**src/pkg/cidm_consts.vh**
```
// Purpose: constants for the caller-id function select and data framing block
// Assumes: 125 MHz system clock, 1200 baud demodulated line data
// Notes:   included by hdl/cidm_mode_control.v and by the self-checking bench
//
// Overview of operation
// - both selects high: line fsk, word-ready pin
// - high one, low zero: hybrid tone, steering
// - high zero, low one: line tone, steering
// - both low: power down, or test
// - interface select picks bit stream or byte
// - buffered mode keeps the trailing stop bit
// - bit stream: sample strobe and byte-end strobe
// - no carrier means no data stream
// - power down stops amps, demod, tone, oscillator
// - fsk selected: tone detector powered down
// - tone selected: fsk demodulator powered down
// - fsk from line only; tone either input
// - receive 1200 baud serial fsk data
// - mark is one, space is zero
// - strip start; 8 reads byte, 9th stop
// - word ready low half bit; read clears
// - carrier flag active low, hold time, gates
`ifndef CIDM_CONSTS_VH
`define CIDM_CONSTS_VH

// ----------------------------------------------------------------------------
// timing
// ----------------------------------------------------------------------------
`define CIDM_CLK_HZ       125000000
`define CIDM_BAUD         1200
// sized to the 20-bit counters: clock over baud rounded down, its half, 1 ms of clock
`define CIDM_BIT_CYC      20'd104166
`define CIDM_HALF_CYC     20'd52083
`define CIDM_CD_HOLD_US   1000
`define CIDM_CD_HOLD_CYC  20'd125000

// ----------------------------------------------------------------------------
// register map
// ----------------------------------------------------------------------------
`define CIDM_CTRL_OFS     8'h00
`define CIDM_STAT_OFS     8'h04
`define CIDM_CTRL_RST     4'h0
`define CIDM_CTRL_OVR     0
`define CIDM_CTRL_FLO     1
`define CIDM_CTRL_FHI     2
`define CIDM_CTRL_IFS     3
`define CIDM_STAT_FN_LSB  0
`define CIDM_STAT_IFS     2
`define CIDM_STAT_CD      3
`define CIDM_STAT_PD      4
`define CIDM_STAT_WD_LSB  8

// ----------------------------------------------------------------------------
// function codes, {high select, low select}
// ----------------------------------------------------------------------------
`define CIDM_FN_OFF       2'h0
`define CIDM_FN_TONE_LINE 2'h1
`define CIDM_FN_TONE_HYB  2'h2
`define CIDM_FN_FSK       2'h3

`endif

```
**src/hdl/cidm_mode_control.v**
```verilog
// Purpose: function select, power gating and fsk data framing of a caller-id receiver
// Assumes: analog front end delivers demodulated bit, raw carrier and raw tone levels
// Notes:   registers over ahb-lite; read data captured in the address phase
`include "cidm_consts.vh"
`timescale 1ns/1ps
`default_nettype none

module cidm_mode_control #(
  parameter [19:0] BIT_CYC  = `CIDM_BIT_CYC,
  parameter [19:0] HALF_CYC = `CIDM_HALF_CYC,
  parameter [19:0] CD_HOLD  = `CIDM_CD_HOLD_CYC
) (
  input  wire        clk_i,
  input  wire        rst_i,
  input  wire        hsel_i,
  input  wire [31:0] haddr_i,
  input  wire [1:0]  htrans_i,
  input  wire        hwrite_i,
  input  wire [2:0]  hsize_i,
  input  wire [31:0] hwdata_i,
  input  wire        hready_i,
  output reg         hreadyout_o,
  output reg         hresp_o,
  output reg  [31:0] hrdata_o,
  input  wire        interface_mode_select_i,
  input  wire        function_select_high_i,
  input  wire        function_select_low_i,
  input  wire        fsk_bit_i,
  input  wire        carrier_raw_i,
  input  wire        tone_raw_i,
  input  wire        read_shift_clock_i,
  output reg         data_o,
  output reg         word_ready_or_tone_steer_n_o,
  output reg         carrier_present_n_o,
  output reg         bit_sample_o,
  output reg         byte_end_o,
  output reg         line_amp_en_o,
  output reg         hybrid_amp_en_o,
  output reg         fsk_en_o,
  output reg         tone_en_o,
  output reg         osc_en_o,
  output reg         tone_input_hybrid_o,
  output reg         test_mode_o
);

  // --------------------------------------------------------------------------
  // input synchronisers
  // --------------------------------------------------------------------------
  localparam [2:0] I_FLO = 3'd0;
  localparam [2:0] I_FHI = 3'd1;
  localparam [2:0] I_IFS = 3'd2;
  localparam [2:0] I_FSK = 3'd3;
  localparam [2:0] I_CAR = 3'd4;
  localparam [2:0] I_TON = 3'd5;
  localparam [2:0] I_RCK = 3'd6;

  wire [6:0] async_w;
  reg  [6:0] s1_q;
  reg  [6:0] s2_q;
  reg        rck_d_q;

  assign async_w = {read_shift_clock_i, tone_raw_i, carrier_raw_i, fsk_bit_i,
                    interface_mode_select_i, function_select_high_i,
                    function_select_low_i};

  genvar gi;
  generate
    for (gi = 0; gi < 7; gi = gi + 1) begin : g_sync
      always @(posedge clk_i) begin
        if (rst_i) begin
          s1_q[gi] <= 1'b0;
          s2_q[gi] <= 1'b0;
        end else begin
          s1_q[gi] <= async_w[gi];
          s2_q[gi] <= s1_q[gi];
        end
      end
    end
  endgenerate

  always @(posedge clk_i) begin
    if (rst_i) begin
      rck_d_q <= 1'b0;
    end else begin
      rck_d_q <= s2_q[I_RCK];
    end
  end

  wire rck_rise_w = s2_q[I_RCK] & ~rck_d_q;
  wire fsk_s_w    = s2_q[I_FSK];

  // --------------------------------------------------------------------------
  // function decode
  // --------------------------------------------------------------------------
  reg  [3:0] ctrl_q;
  wire       ovr_w   = ctrl_q[`CIDM_CTRL_OVR];
  wire       ifs_w   = ovr_w ? ctrl_q[`CIDM_CTRL_IFS] : s2_q[I_IFS];
  wire [1:0] fn_w    = ovr_w ? {ctrl_q[`CIDM_CTRL_FHI], ctrl_q[`CIDM_CTRL_FLO]}
                             : {s2_q[I_FHI], s2_q[I_FLO]};
  wire       fsk_on  = (fn_w == `CIDM_FN_FSK);
  wire       tone_on = (fn_w == `CIDM_FN_TONE_LINE) | (fn_w == `CIDM_FN_TONE_HYB);
  // power down only with interface select high, so bit stream users need all pins
  wire       pdown   = (fn_w == `CIDM_FN_OFF) & ifs_w;
  wire       testm   = (fn_w == `CIDM_FN_OFF) & ~ifs_w;

  always @(posedge clk_i) begin
    if (rst_i) begin
      line_amp_en_o       <= 1'b0;
      hybrid_amp_en_o     <= 1'b0;
      fsk_en_o            <= 1'b0;
      tone_en_o           <= 1'b0;
      osc_en_o            <= 1'b0;
      tone_input_hybrid_o <= 1'b0;
      test_mode_o         <= 1'b0;
    end else begin
      line_amp_en_o       <= fsk_on | (fn_w == `CIDM_FN_TONE_LINE);
      hybrid_amp_en_o     <= (fn_w == `CIDM_FN_TONE_HYB);
      fsk_en_o            <= fsk_on;
      tone_en_o           <= tone_on;
      osc_en_o            <= ~pdown;
      tone_input_hybrid_o <= (fn_w == `CIDM_FN_TONE_HYB);
      test_mode_o         <= testm;
    end
  end

  // --------------------------------------------------------------------------
  // carrier detect with hold-over
  // --------------------------------------------------------------------------
  reg        cd_q;
  reg [19:0] cd_cnt_q;

  always @(posedge clk_i) begin
    if (rst_i || !fsk_on) begin
      cd_q     <= 1'b0;
      cd_cnt_q <= 20'h00000;
    end else if (s2_q[I_CAR]) begin
      cd_q     <= 1'b1;
      cd_cnt_q <= 20'h00000;
    end else if (cd_q) begin
      // short gaps in the carrier are ridden over
      if (cd_cnt_q == CD_HOLD - 20'h00001) begin
        cd_q     <= 1'b0;
        cd_cnt_q <= 20'h00000;
      end else begin
        cd_cnt_q <= cd_cnt_q + 20'h00001;
      end
    end
  end

  wire rx_en = fsk_on & cd_q;

  // --------------------------------------------------------------------------
  // serial word receiver
  // --------------------------------------------------------------------------
  localparam [1:0] RX_IDLE  = 2'h0;
  localparam [1:0] RX_START = 2'h1;
  localparam [1:0] RX_DATA  = 2'h2;
  localparam [1:0] RX_STOP  = 2'h3;

  reg [1:0]  rx_st_q;
  reg [19:0] rx_cnt_q;
  reg [2:0]  rx_idx_q;
  reg [7:0]  rx_sh_q;
  reg [8:0]  word_q;
  reg        word_end;

  always @(posedge clk_i) begin
    if (rst_i || !rx_en) begin
      rx_st_q      <= RX_IDLE;
      rx_cnt_q     <= 20'h00000;
      rx_idx_q     <= 3'h0;
      rx_sh_q      <= 8'h00;
      bit_sample_o <= 1'b0;
      word_end     <= 1'b0;
    end else begin
      bit_sample_o <= 1'b0;
      word_end     <= 1'b0;
      case (rx_st_q)
        RX_IDLE: begin
          rx_cnt_q <= 20'h00000;
          if (!fsk_s_w) begin
            rx_st_q <= RX_START;
          end
        end
        RX_START: begin
          // start bit is checked mid-bit and then dropped
          if (rx_cnt_q == HALF_CYC - 20'h00001) begin
            rx_cnt_q <= 20'h00000;
            rx_idx_q <= 3'h0;
            rx_st_q  <= fsk_s_w ? RX_IDLE : RX_DATA;
          end else begin
            rx_cnt_q <= rx_cnt_q + 20'h00001;
          end
        end
        RX_DATA: begin
          if (rx_cnt_q == BIT_CYC - 20'h00001) begin
            rx_cnt_q     <= 20'h00000;
            rx_sh_q      <= {fsk_s_w, rx_sh_q[7:1]};
            bit_sample_o <= 1'b1;
            rx_idx_q     <= rx_idx_q + 3'h1;
            if (rx_idx_q == 3'h7) begin
              rx_st_q <= RX_STOP;
            end
          end else begin
            rx_cnt_q <= rx_cnt_q + 20'h00001;
          end
        end
        RX_STOP: begin
          if (rx_cnt_q == BIT_CYC - 20'h00001) begin
            rx_cnt_q <= 20'h00000;
            word_end <= 1'b1;
            rx_st_q  <= RX_IDLE;
          end else begin
            rx_cnt_q <= rx_cnt_q + 20'h00001;
          end
        end
        default: begin
          rx_st_q <= RX_IDLE;
        end
      endcase
    end
  end

  // --------------------------------------------------------------------------
  // word buffer, word ready and data pin
  // --------------------------------------------------------------------------
  reg [8:0]  buf_q;
  reg        wrdy_low_q;
  reg [19:0] wrdy_cnt_q;

  always @(posedge clk_i) begin
    if (rst_i) begin
      word_q     <= 9'h000;
      buf_q      <= 9'h000;
      byte_end_o <= 1'b0;
      data_o     <= 1'b1;
      wrdy_low_q <= 1'b0;
      wrdy_cnt_q <= 20'h00000;
    end else begin
      byte_end_o <= word_end;
      if (word_end) begin
        word_q <= {fsk_s_w, rx_sh_q};
        buf_q  <= {fsk_s_w, rx_sh_q};
      end else if (ifs_w && rck_rise_w) begin
        buf_q <= {1'b0, buf_q[8:1]};
      end
      if (!ifs_w) begin
        data_o <= rx_en ? fsk_s_w : 1'b1;
      end else if (rck_rise_w && !word_end) begin
        data_o <= buf_q[0];
      end
      if (word_end) begin
        wrdy_low_q <= 1'b1;
        wrdy_cnt_q <= 20'h00000;
      end else if (wrdy_low_q) begin
        // a read edge clears the request early in byte mode
        if ((ifs_w && rck_rise_w) || wrdy_cnt_q == HALF_CYC - 20'h00001) begin
          wrdy_low_q <= 1'b0;
        end
        wrdy_cnt_q <= wrdy_cnt_q + 20'h00001;
      end
    end
  end

  always @(posedge clk_i) begin
    if (rst_i) begin
      word_ready_or_tone_steer_n_o <= 1'b1;
      carrier_present_n_o          <= 1'b1;
    end else begin
      carrier_present_n_o <= ~cd_q;
      if (fsk_on) begin
        word_ready_or_tone_steer_n_o <= ~wrdy_low_q;
      end else if (tone_on) begin
        word_ready_or_tone_steer_n_o <= ~s2_q[I_TON];
      end else begin
        word_ready_or_tone_steer_n_o <= 1'b1;
      end
    end
  end

  // --------------------------------------------------------------------------
  // ahb-lite register slave
  // --------------------------------------------------------------------------
  reg       wr_pend_q;
  reg [7:0] wr_addr_q;
  wire      ahb_go = hsel_i & hready_i & htrans_i[1];

  always @(posedge clk_i) begin
    if (rst_i) begin
      hreadyout_o <= 1'b1;
      hresp_o     <= 1'b0;
      hrdata_o    <= 32'h00000000;
      wr_pend_q   <= 1'b0;
      wr_addr_q   <= 8'h00;
      ctrl_q      <= `CIDM_CTRL_RST;
    end else begin
      hreadyout_o <= 1'b1;
      hresp_o     <= 1'b0;
      // only the low page decodes, so aliases above it are ignored
      wr_pend_q   <= ahb_go & hwrite_i & (haddr_i[31:8] == 24'h000000);
      if (ahb_go) begin
        wr_addr_q <= haddr_i[7:0];
      end
      if (ahb_go && !hwrite_i) begin
        hrdata_o <= 32'h00000000;
        if (haddr_i[31:8] == 24'h000000 && haddr_i[7:0] == `CIDM_CTRL_OFS) begin
          hrdata_o[3:0] <= ctrl_q;
        end else if (haddr_i[31:8] == 24'h000000 && haddr_i[7:0] == `CIDM_STAT_OFS) begin
          hrdata_o[`CIDM_STAT_FN_LSB+1:`CIDM_STAT_FN_LSB] <= fn_w;
          hrdata_o[`CIDM_STAT_IFS]                       <= ifs_w;
          hrdata_o[`CIDM_STAT_CD]                        <= cd_q;
          hrdata_o[`CIDM_STAT_PD]                        <= pdown;
          hrdata_o[`CIDM_STAT_WD_LSB+8:`CIDM_STAT_WD_LSB] <= word_q;
        end
      end
      if (wr_pend_q && wr_addr_q == `CIDM_CTRL_OFS) begin
        ctrl_q <= hwdata_i[3:0];
      end
    end
  end

endmodule // cidm_mode_control

`default_nettype wire

```
**config.mk**
```make
export PLATFORM = sky130hd
export DESIGN_NAME = cidm_mode_control
export DESIGN_NICKNAME = d
export VERILOG_FILES = /design/src/hdl/cidm_mode_control.v
export VERILOG_INCLUDE_DIRS = /design/src /design/src/pkg
export SDC_FILE = /design/constraint.sdc
export NUM_CORES = 1
export LEC_CHECK = 0
export CAP_MARGIN = 20
export CORE_UTILIZATION = 50
export DETAILED_ROUTE_END_ITERATION = 12
export DONT_BUFFER_PORTS = 1
export MAX_ROUTING_LAYER = met4
export PLACE_DENSITY = 0.66
export REMOVE_ABC_BUFFERS = 1
export SYNTH_ARGS = -nofsm -noshare
export SYNTH_HDL_FRONTEND = slang
export SYNTH_SLANG_ARGS = --single-unit
```
**constraint.sdc**
```tcl
create_clock -name clk_i -period 2.21 [get_ports clk_i]
set_input_delay 0.5525 -clock clk_i [delete_from_list [all_inputs] [get_ports clk_i]]
set_output_delay 0.5525 -clock clk_i [all_outputs]
set_load 0.02 [all_outputs]
```
==> out/results.ini, run 1 <==
[synth]
synthFlopType=dfxtp_1
avgSynthCellArea_um2=9.027
yosysSeqAreaShare_pct=46.97
postSynth.asyncResetShare_pct=0
syn_inst=694
ys_seq_elements=147
synth_warnings=0
syn_area_um2=6265
synth-edff-count=0
synth.distinct_cells=58

[sta]
finalHoldViolations=0
final_max_slew_viol_count=0
setup-violations-final=0
slew_headroom_pct=28.54
finalCriticalPeriod_ns=2.058
period_share_pct=93.14
tns_ns=0
maxClockFrequency_mhz=485.8
max_slew.worst_pin.slew_ns=1.068
timing.final.ws_setup_ns=0.1516
skew_ns=0.004519
rsz0062_at_grt=no

[clock_tree]
clock-sinks=147
clockRootBuffer=clkbuf_16
hold_buffers=0
cts_tree=built
numCtsBuffers=17
clkSlewWorstSetupHoldPaths_ns=0.06
clkLatencyLatePin_ns=0.42
clockBufferDepth=2
htree_num_levels=4

[power]
p_comb_share_pct=1.8
switching_power_uw=1147
power_frac_clock_pct=51.1
p_seq_share_pct=47.1
power.total_uw=5712
peakVddDrop_mv=0.5417
powerDensity_nw_per_um2=810.1
internal-power_uw=4565
switching_share_pct=20.08
p_leak_uw=0.002620

[finish]
regArea_um2=2944
diodes=0
nets=797
most-common-layout-cells=dfxtp_1, nor2_1, nand2_1
final_common_cell=dfxtp_1
fin_cells=885
drive_gt1_share_pct=8.926
nFillCells=1081
area_growth_pct=12.54
multiInputGateArea_um2=3084

[worst_setup_path]
rrSetupSlack_ns=0.15
end_kind=flop
r2r_end=cd_cnt_q[3]$_SDFFE_PP0P_
arrival_ns=2.37
required_ns=2.52
critPathKind=reg2reg
r2r-start=ctrl_q[0]$_SDFFE_PP0P_
critPathLaunchType=flop
ff2ff_path_depth=9
startpoint=ctrl_q[0]$_SDFFE_PP0P_
worst-path-max-fanout=6

[placed_design]
place_inst=852
gp_congestion=0.9241
hpwl_mm=8.921
dp_slack_ns=0.09101
placement.io_buffers=0

[min_path]
hold_start=rst_i
min_path_type=in2reg
hold_depth=1
hold_end=osc_en_o$_SDFF_PP0_

[global_route]
grtUsageTotal_pct=21.35
antenna_found_initial=0
grt_pass1_wl_mm=21.05
grt_pass1_vias=4317
grt-ovfl-total=0
grt_max_degree=61

[floorplan]
coreArea_um2=12110
die_h_um=113.9
die_w_um=113.9
die_area_um2=12980
io_pins=127
std_cell_rows=40
start_util_pct=51.73

[route]
vias_per_cell=5.364
wirelength_mm=12.89
dr_total_vias=4747
ant_nets=0
wl_per_cell_um=14.57
drt-initial-drc-count=357
dr.pass1.iters=4
post-route-drc-count=0

[outcome]
status=complete, no violations

[flow_run]
maxCapViolCount=0

-- critical path, cell delays in order, from the launching register on --
cell and delay (ns):
dfxtp_2 0.36, mux2i_1 0.26, inv_1 0.10, ha_1 0.22, nor2b_1 0.14, nor2b_2 0.17
o21ai_0 0.15, buf_4 0.22, o21ai_0 0.09, a22o_1 0.24
-- registers in the layout, summed over array words and instances (netlist names), 8 cells and up, named ones only --
| register | count |
|---|---|
| hrdata_o | 14 |
| wr_addr_q | 8 |
| cd_cnt_q | 20 |
| rx_cnt_q | 20 |
| wrdy_cnt_q | 20 |
| rx_sh_q | 8 |
| word_q | 9 |
| buf_q | 9 |
-- cell type report --
class                      count  area share (%)
clock buffer                  23           6.779
sequential                   147           41.76
tap                          168           2.981
timing repair buffer          22           2.307
inverter                      12          0.6389
clock inverter                 8           1.792
multi-input combinational    505           43.74
-- cell usage after synthesis (2+ instances only) --
library cell / instances / area share, %
or4_1: 4 / 0.48
or3_1: 3 / 0.30
o31ai_1: 6 / 0.72
buf_4: 21 / 2.5
mux2i_1: 28 / 4.5
nand4b_1: 3 / 0.42
conb_1: 2 / 0.12
dfxtp_1: 147 / 47
o21ai_0: 13 / 1.0
a32o_1: 11 / 1.8
nor3_1: 15 / 1.2
nand3_1: 30 / 2.4
inv_1: 11 / 0.66
and2_1: 4 / 0.40
xor2_1: 19 / 2.7
nor4b_1: 2 / 0.28
and3_1: 8 / 0.80
ha_1: 11 / 2.2
or2_0: 2 / 0.20
nor3b_1: 4 / 0.48
and3b_1: 2 / 0.28
nor2b_1: 26 / 2.6
a22o_1: 10 / 1.4
o211ai_1: 6 / 0.72
buf_2: 6 / 0.48
nand4_1: 17 / 1.7
xnor2_1: 16 / 2.2
a21o_1: 5 / 0.60
buf_1: 2 / 0.12
nor4_1: 14 / 1.4
nand2_1: 67 / 4.0
clkbuf_1: 18 / 1.1
nand2b_1: 13 / 1.3
nor2_1: 89 / 5.3
o21a_1: 10 / 1.2
a21oi_1: 26 / 2.1
a211oi_1: 2 / 0.24
-- per-layer routing --
layer	part of all wire (%)	track usage, %	vias up
met2	47	32.85	102
met5	0	-	-
met4	1.4	7.446	0
met1	47	27.04	2222
met3	4.9	5.739	18
li1	-	-	2405
-- cell families (layout without fill, tap and decap cells) --
group / count (synthesis) / after routing / synth area share (%)
mux: 29 / 29 / 4.653
compound gates: 94 / 94 / 10.29
fa+ha+maj: 11 / 11 / 2.197
xor+xnor: 35 / 35 / 4.893
buf+inv: 60 / 65 / 5.093
simple gates: 316 / 316 / 25.78
other cells: 2 / 20 / 0.1199
flops: 147 / 147 / 46.97
-- power by group through the flow --
stage	Combinational [uW]	Clock [uW]	Sequential, uW
after floorplan	80.7	0	2740
after global placement	99.6	0	2750
after detailed placement	99.9	0	2750
after CTS	101	2970	2690
after global routing	113	3090	2690
final	101	2920	2690
-- through the flow --
step           instance area, um^2  hold WS (ns)  util [%]
6_report                      7051        0.2056     58.21
2_1_floorplan                 6058        0.4138         -
5_1_grt                       7051        0.1899     58.21
3_3_place_gp                  6419        0.4262     53.00
3_5_place_dp                  6419        0.4327     53.00
4_1_cts                       7023        0.1890     57.99
-- worst max path at each step --
| stage | to | slack [ns] |
|---|---|---|
| detailed placement | cd_cnt_q[3]$_SDFFE_PP0P_ | 0.09 |
| floorplan | cd_cnt_q[7]$_SDFFE_PP0P_ | -0.43 |
| CTS | cd_cnt_q[3]$_SDFFE_PP0P_ | 0.07 |
| finish | cd_cnt_q[3]$_SDFFE_PP0P_ | 0.15 |
| global placement | cd_cnt_q[18]$_SDFFE_PP0P_ | 0.11 |
| global route | cd_cnt_q[3]$_SDFFE_PP0P_ | 0.02 |
-- repair_timing --
item	in CTS	in global routing
endpoints found under the setup margin	0	15
resized for setup	0	7
setup buffers	0	1
No activity file was read; power rests on OpenSTA's default activity.
==> run 2: changes to the inputs <==
Settings changed: CORE_MARGIN from default to 1, SETUP_SLACK_MARGIN from default to 0.3.
==> out/results.ini, run 2 (synthesis gave the netlist of run 1 again) <==
[sta]
max_slew.worst_pin.slew_ns=1.076  ; +0.007834 ns
maxClockFrequency_mhz=492.0  ; +1.3%
slew_headroom_pct=28.02  ; -0.52 points
skew_ns=0.006415  ; +0.001896 ns
tns_ns=0  ; unchanged
finalHoldViolations=0  ; unchanged
finalCriticalPeriod_ns=2.033  ; -0.02589 ns
timing.final.ws_setup_ns=0.1775  ; +0.02589 ns
final_max_slew_viol_count=0  ; unchanged
rsz0062_at_grt=yes
setup-violations-final=0  ; unchanged
period_share_pct=91.97  ; -1.2 points

[finish]
final_common_cell=dfxtp_1
nFillCells=1032  ; -4.5%
diodes=0  ; unchanged
most-common-layout-cells=dfxtp_1, nor2_1, nand2_1
final_util_pct=61.98  ; +3.8 points
reg_top3=cd_cnt_q x20, rx_cnt_q x20, wrdy_cnt_q x20
drive_gt1_share_pct=18.43  ; +9.5 points
nets=818  ; +2.6%
area_growth_pct=19.83

[min_path]
hold_start=rst_i
hold_depth=1  ; unchanged
hold_end=osc_en_o$_SDFF_PP0_
min_path_type=in2reg

[clock_tree]
clockRootBuffer=clkbuf_16
numCtsBuffers=17  ; unchanged
clockBufferDepth=2  ; unchanged
clock-sinks=147  ; unchanged
clkLatencyLatePin_ns=0.42  ; about the same
htree_num_levels=4  ; unchanged
clkSlewWorstSetupHoldPaths_ns=0.06  ; about the same
cts_tree=built

[floorplan]
die_w_um=113.9  ; unchanged
die_h_um=113.9  ; unchanged
coreArea_um2=12110  ; unchanged
die_area_um2=12980  ; unchanged
start_util_pct=51.73  ; unchanged
std_cell_rows=40  ; unchanged
io_pins=127  ; unchanged

[placed_design]
hpwl_mm=8.921  ; unchanged
placement.io_buffers=0  ; unchanged
gp_congestion=0.9241  ; unchanged
dp_slack_ns=0.09101  ; unchanged

[route]
post-route-drc-count=0  ; unchanged
wirelength_mm=13.96  ; +8.3%
drt-initial-drc-count=318  ; -11%
ant_nets=0  ; unchanged
dr.pass1.iters=5  ; +1
vias_per_cell=5.405  ; +0.77%
wl_met2_mm=6.784  ; +12%
top_layer=met4
wl_met3_um=634  ; -0.16%
wl_per_cell_um=15.41  ; +5.8%
met1_length_mm=6.337  ; +5.6%
dr_total_vias=4897  ; +3.2%

[worst_setup_path]
critical-path-max-stage-delay_ns=0.46  ; +0.10 ns
rrSetupSlack_ns=0.18  ; +0.03 ns
crit_chain=inv_2, ha_4, or4bb_4, nor3_4, buf_6, buf_6, buf_6, buf_6, buf_6, nand3_2, nand2_2, a21oi_2
end_kind=flop
ff2ff_path_depth=12  ; +3
critPathLaunchType=flop
path_delay_family=simple AND/OR/NAND/NOR gates
arrival_ns=2.33  ; -0.04 ns
path_common_cell=buf_6
critPathKind=reg2reg
worst-path-max-fanout=2  ; -4
cp_slowest_cell=or4bb_4
r2r-start=rx_cnt_q[1]$_SDFF_PP0_
required_ns=2.51  ; about the same
cp.buffers_inverters=6  ; +4

[global_route]
grt_pass1_vias=4615  ; +6.9%
grtUsageTotal_pct=22.52  ; +1.2 points
grt-ovfl-total=0  ; unchanged
grt_pass1_wl_mm=22.11  ; +5.0%
antenna_found_initial=0  ; unchanged
grt_max_degree=61  ; unchanged

[power]
powerDensity_nw_per_um2=761.6  ; -6.0%
peakVddDrop_mv=0.5447  ; +0.55%
switching_share_pct=20.15  ; +0.078 points
internal-power_uw=4565  ; about the same
p_comb_share_pct=1.8  ; about the same
p_leak_uw=0.002789  ; +6.5%
power_frac_clock_pct=51.1  ; about the same
switching_power_uw=1152  ; +0.48%
p_seq_share_pct=47.0  ; about the same

[flow_run]
maxCapViolCount=0  ; unchanged

[outcome]
status=complete, no violations

-- run 2: cell type report --
class | instances | area, um^2 | share of cell area [%]
Inverter | 12 | 45.04 | 0.6000
Sequential cell | 147 | 2959 | 39.42
Multi-Input combinational cell | 505 | 3274 | 43.62
Clock buffer | 23 | 478.0 | 6.367
Clock inverter | 8 | 126.4 | 1.683
Timing Repair Buffer | 43 | 414.1 | 5.517
Tap cell | 168 | 210.2 | 2.800
-- run 2: layer usage --
layer  vias up  global-route usage, %
li1       2449                      -
met2       101                  35.72
met4         0                  8.398
met5         -                      -
met3        20                  5.792
met1      2327                  27.59
-- run 2: power groups by stage --
| stage | clock, uW | combinational [uW] | sequential [uW] |
|---|---|---|---|
| after floorplan | 0 | 80.7 | 2740 |
| after global placement | 0 | 99.6 | 2750 |
| after detailed placement | 0 | 99.9 | 2750 |
| after CTS | 2970 | 102 | 2690 |
| after global routing | 3080 | 116 | 2690 |
| final | 2920 | 105 | 2690 |
-- run 2: worst register-to-register path, delay by kind of cell (launching register included) --
kind / cells / cell delay, ns
flip-flops: 1 / 0.33
AO/OA/AOI/OAI: 1 / 0.06
adder cells (fa/ha/maj): 1 / 0.12
buffers and inverters: 6 / 0.56
AND/OR/NAND/NOR: 4 / 0.84
-- run 2: how the worst max path moves through the flow --
stage	start	endpoint	slack, ns	cells past startpoint
finish	rx_cnt_q[1]$_SDFF_PP0_	flop	0.18	12
global route	rx_cnt_q[1]$_SDFF_PP0_	flop	0.15	12
CTS	rx_cnt_q[1]$_SDFF_PP0_	rx_sh_q[5]$_SDFFE_PP0P_	0.23	9
detailed placement	ctrl_q[0]$_SDFFE_PP0P_	cd_cnt_q[3]$_SDFFE_PP0P_	0.09	9
global placement	ctrl_q[0]$_SDFFE_PP0P_	cd_cnt_q[18]$_SDFFE_PP0P_	0.11	9
floorplan	ctrl_q[0]$_SDFFE_PP0P_	cd_cnt_q[7]$_SDFFE_PP0P_	-0.43	8
-- run 2: through the flow --
| stage | cells | hold slack (ns) | total power (uW) | area, um^2 |
|---|---|---|---|---|
| global route | 906 | 0.1889 | 5888 | 7507 |
| global placement | 852 | 0.4262 | 2847 | 6419 |
| floorplan | 664 | 0.4138 | 2825 | 6058 |
| detailed placement | 852 | 0.4327 | 2848 | 6419 |
| finish | 906 | 0.2083 | 5717 | 7507 |
| CTS | 903 | 0.1891 | 5761 | 7340 |
-- run 2: what timing repair did --
item,CTS,global route
setup buffers,15,3
hold buffers,0,0
setup endpoints to repair,51,53
resized for setup,50,47
gates cloned,5,0
pin swaps,27,13
==> run 3: changes to the inputs <==
Settings changed: ABC_AREA from default to 1.
==> out/results.ini, run 3 <==
[sta]
rsz0062_at_grt=yes
holdWs_ns=0.1908  ; -0.01753 ns
period_share_pct=80.49  ; -11 points
finalCriticalPeriod_ns=1.779  ; -0.2538 ns
maxClockFrequency_mhz=562.2  ; +14%
tns_ns=0  ; unchanged
finalHoldViolations=0  ; unchanged
slew_headroom_pct=60.37  ; +32 points
final_max_slew_viol_count=0  ; unchanged
skew_ns=0.005466  ; -0.0009487 ns
setup-violations-final=0  ; unchanged
max_slew.worst_pin.slew_ns=0.5896  ; -0.4862 ns

[min_path]
min_path_type=in2reg
hold_depth=1  ; unchanged

[finish]
most-common-layout-cells=nand2_1, dfxtp_1, nor2_1
drive_gt1_share_pct=8.859  ; -9.6 points
reg_top3=cd_cnt_q x20, rx_cnt_q x20, wrdy_cnt_q x20
multiInputGateArea_um2=3367  ; +2.8%
area_growth_pct=9.964
nets=1062  ; +30%
nFillCells=1313  ; +27%
diodes=0  ; unchanged
fin_cells=1158  ; +28%
regArea_um2=2944  ; -0.51%
final_common_cell=nand2_1

[floorplan]
coreArea_um2=13400  ; +11%
die_area_um2=14340  ; +10%
die_h_um=119.7  ; +5.1%
io_pins=127  ; unchanged
die_w_um=119.7  ; +5.1%
start_util_pct=51.73  ; about the same
std_cell_rows=42  ; +5.0%

[synth]
synth.distinct_cells=47  ; -19%
syn_area_um2=6932  ; +11%
synth_warnings=0  ; unchanged
yosys.area.top_type_share_pct=42.45  ; -4.5 points
synthFlopType=dfxtp_1
yosysSeqAreaShare_pct=42.45  ; -4.5 points
synth_top_area_cell=dfxtp_1
syn_inst=966  ; +39%
synthMuxAreaShare_pct=0  ; -4.7 points
postSynth.asyncResetShare_pct=0  ; unchanged
synth_area_leaders=dfxtp_1, nand2_1, nor2_1, inv_1, a21oi_1
synth_simple_gate_area_share_pct=32.45  ; +6.7 points
synth_compound_area_share_pct=9.477  ; -0.81 points
synth-edff-count=0  ; unchanged
synth_top_family_by_area=simple AND/OR/NAND/NOR gates
synth-adder-area-share_pct=1.986  ; -0.21 points
synth_xor_area_share_pct=2.780  ; -2.1 points
synthTopCellsByCount=nand2_1, dfxtp_1, nor2_1, inv_1
ys_seq_elements=147  ; unchanged
yosysMostFrequentCell=nand2_1
avgSynthCellArea_um2=7.176  ; -21%

[worst_setup_path]
critPathLaunchType=flop
end_kind=flop
worst-path-max-fanout=10  ; +8
critPathKind=reg2reg
ff2ff_path_depth=9  ; -3
required_ns=2.51  ; about the same
arrival_ns=2.08  ; -0.25 ns

[power]
peakVddDrop_mv=0.5499  ; +0.96%
p_leak_uw=0.002891  ; +3.6%
powerDensity_nw_per_um2=725.5  ; -4.7%

[outcome]
status=complete, no violations

[clock_tree]
cts_tree=built
numCtsBuffers=17  ; unchanged
post_cts_buffers=0  ; -15
htree_num_levels=4  ; unchanged
clkLatencyLatePin_ns=0.43  ; about the same
clockRootBuffer=clkbuf_16
clock-sinks=147  ; unchanged
clkSlewWorstSetupHoldPaths_ns=0.06  ; about the same
clockBufferDepth=2  ; unchanged
hold_buffers=0  ; unchanged

[route]
vias_per_cell=5.067  ; -6.2%
wirelength_mm=14.64  ; +4.9%
drt-initial-drc-count=340  ; +6.9%
dr.pass1.iters=5  ; unchanged
dr_total_vias=5868  ; +20%
ant_nets=0  ; unchanged
wl_per_cell_um=12.64  ; -18%
post-route-drc-count=0  ; unchanged

[global_route]
antenna_found_initial=0  ; unchanged
grt_pass1_wl_mm=23.97  ; +8.4%
grtUsageTotal_pct=21.49  ; -1.0 points
grt_pass1_vias=5205  ; +13%
grt-ovfl-total=0  ; unchanged
grt_max_degree=56  ; -8.2%

[placed_design]
place_inst=1125  ; +32%
hpwl_mm=10.22  ; +15%
gp_congestion=0.8956  ; -3.1%
placement.io_buffers=0  ; unchanged

[flow_run]
maxCapViolCount=0  ; unchanged

[run 3: changes by cell type in the layout (fill, tap and decap cells not counted), sizes merged, moves of 11 or more]
cell | previous run | this run
nor2b | 26 | 0
nand3 | 31 | 70
nor2 | 90 | 156
mux2i | 28 | 0
buf | 43 | 11
nor3 | 17 | 35
a32o | 11 | 0
o21ai | 14 | 34
nand2 | 67 | 193
a21oi | 26 | 68
inv | 11 | 119
nand2b | 13 | 0
[run 3: stage by stage]
| step | util (%) | instance area, um^2 | total power (uW) | worst slack (ns) |
|---|---|---|---|---|
| floorplan | - | 6711 | 2843 | 0.2126 |
| global placement | 52.34 | 7014 | 2869 | 0.2487 |
| detailed placement | 52.34 | 7014 | 2871 | 0.1934 |
| CTS | 56.55 | 7577 | 5587 | 0.3445 |
| global route | 56.88 | 7622 | 5727 | 0.2938 |
| finish | 56.88 | 7622 | 5530 | 0.4312 |
[run 3: per-layer routing]
| metal | routed length (um) | GRT usage [%] | vias to the layer above |
|---|---|---|---|
| li1 | - | - | 3086 |
| met3 | 693 | 5.323 | 23 |
| met1 | 7086 | 27.22 | 2622 |
| met5 | 0 | - | - |
| met4 | 258 | 8.203 | 0 |
| met2 | 6601 | 33.02 | 137 |
[run 3: path summary, 6_finish.rpt]
path,startpoint,to,slack (ns)
max,rx_cnt_q[0]$_SDFF_PP0_,rx_cnt_q[18]$_SDFF_PP0_,0.43
min,rst_i,hrdata_o[4]$_SDFFE_PP0P_,0.19
max reg2reg,rx_cnt_q[0]$_SDFF_PP0_,rx_cnt_q[18]$_SDFF_PP0_,0.43
min reg2reg,s1_q[1]$_SDFF_PP0_,s2_q[1]$_SDFF_PP0_,0.40
[run 3: critical path: stages, from the launching register on]
cell and delay [ns]:
dfxtp_1 0.42, ha_1 0.23, nand2_1 0.07, nand3b_1 0.17
nor2_2 0.18, nand2_4 0.10, nand2_1 0.09, nand2_2 0.12
o211ai_4 0.20, nor3_1 0.08
[run 3: cells by family after synthesis]
logic type	count (synthesis)
AOI/OAI and AO/OA	122
xor gates and xnor gates	22
adders and majority gates	11
buffers and inverters	167
DFF	147
other	2
and+or+nand+nor	495
[run 3: area by class of cell]
class	instances	area share (%)
clock buffers	21	5.778
clock inverters	10	1.461
inverters	121	5.991
multi-input cells	672	44.17
flip-flops and latches	147	38.62
well taps	176	2.889
repair buffers	11	1.083
[run 3: report_power, final]
group	internal, uW	switching, uW	leakage [uW]
Clock	1640	1070	0.000263
Combinational	31.2	88.1	0.00144
Sequential	2680	17.3	0.00119
[run 3: timing repair]
action,4_1_cts,5_1_grt
gates resized for setup,2,7
gates cloned,0,2
pin swaps,0,1
endpoints found under the setup margin,21,35
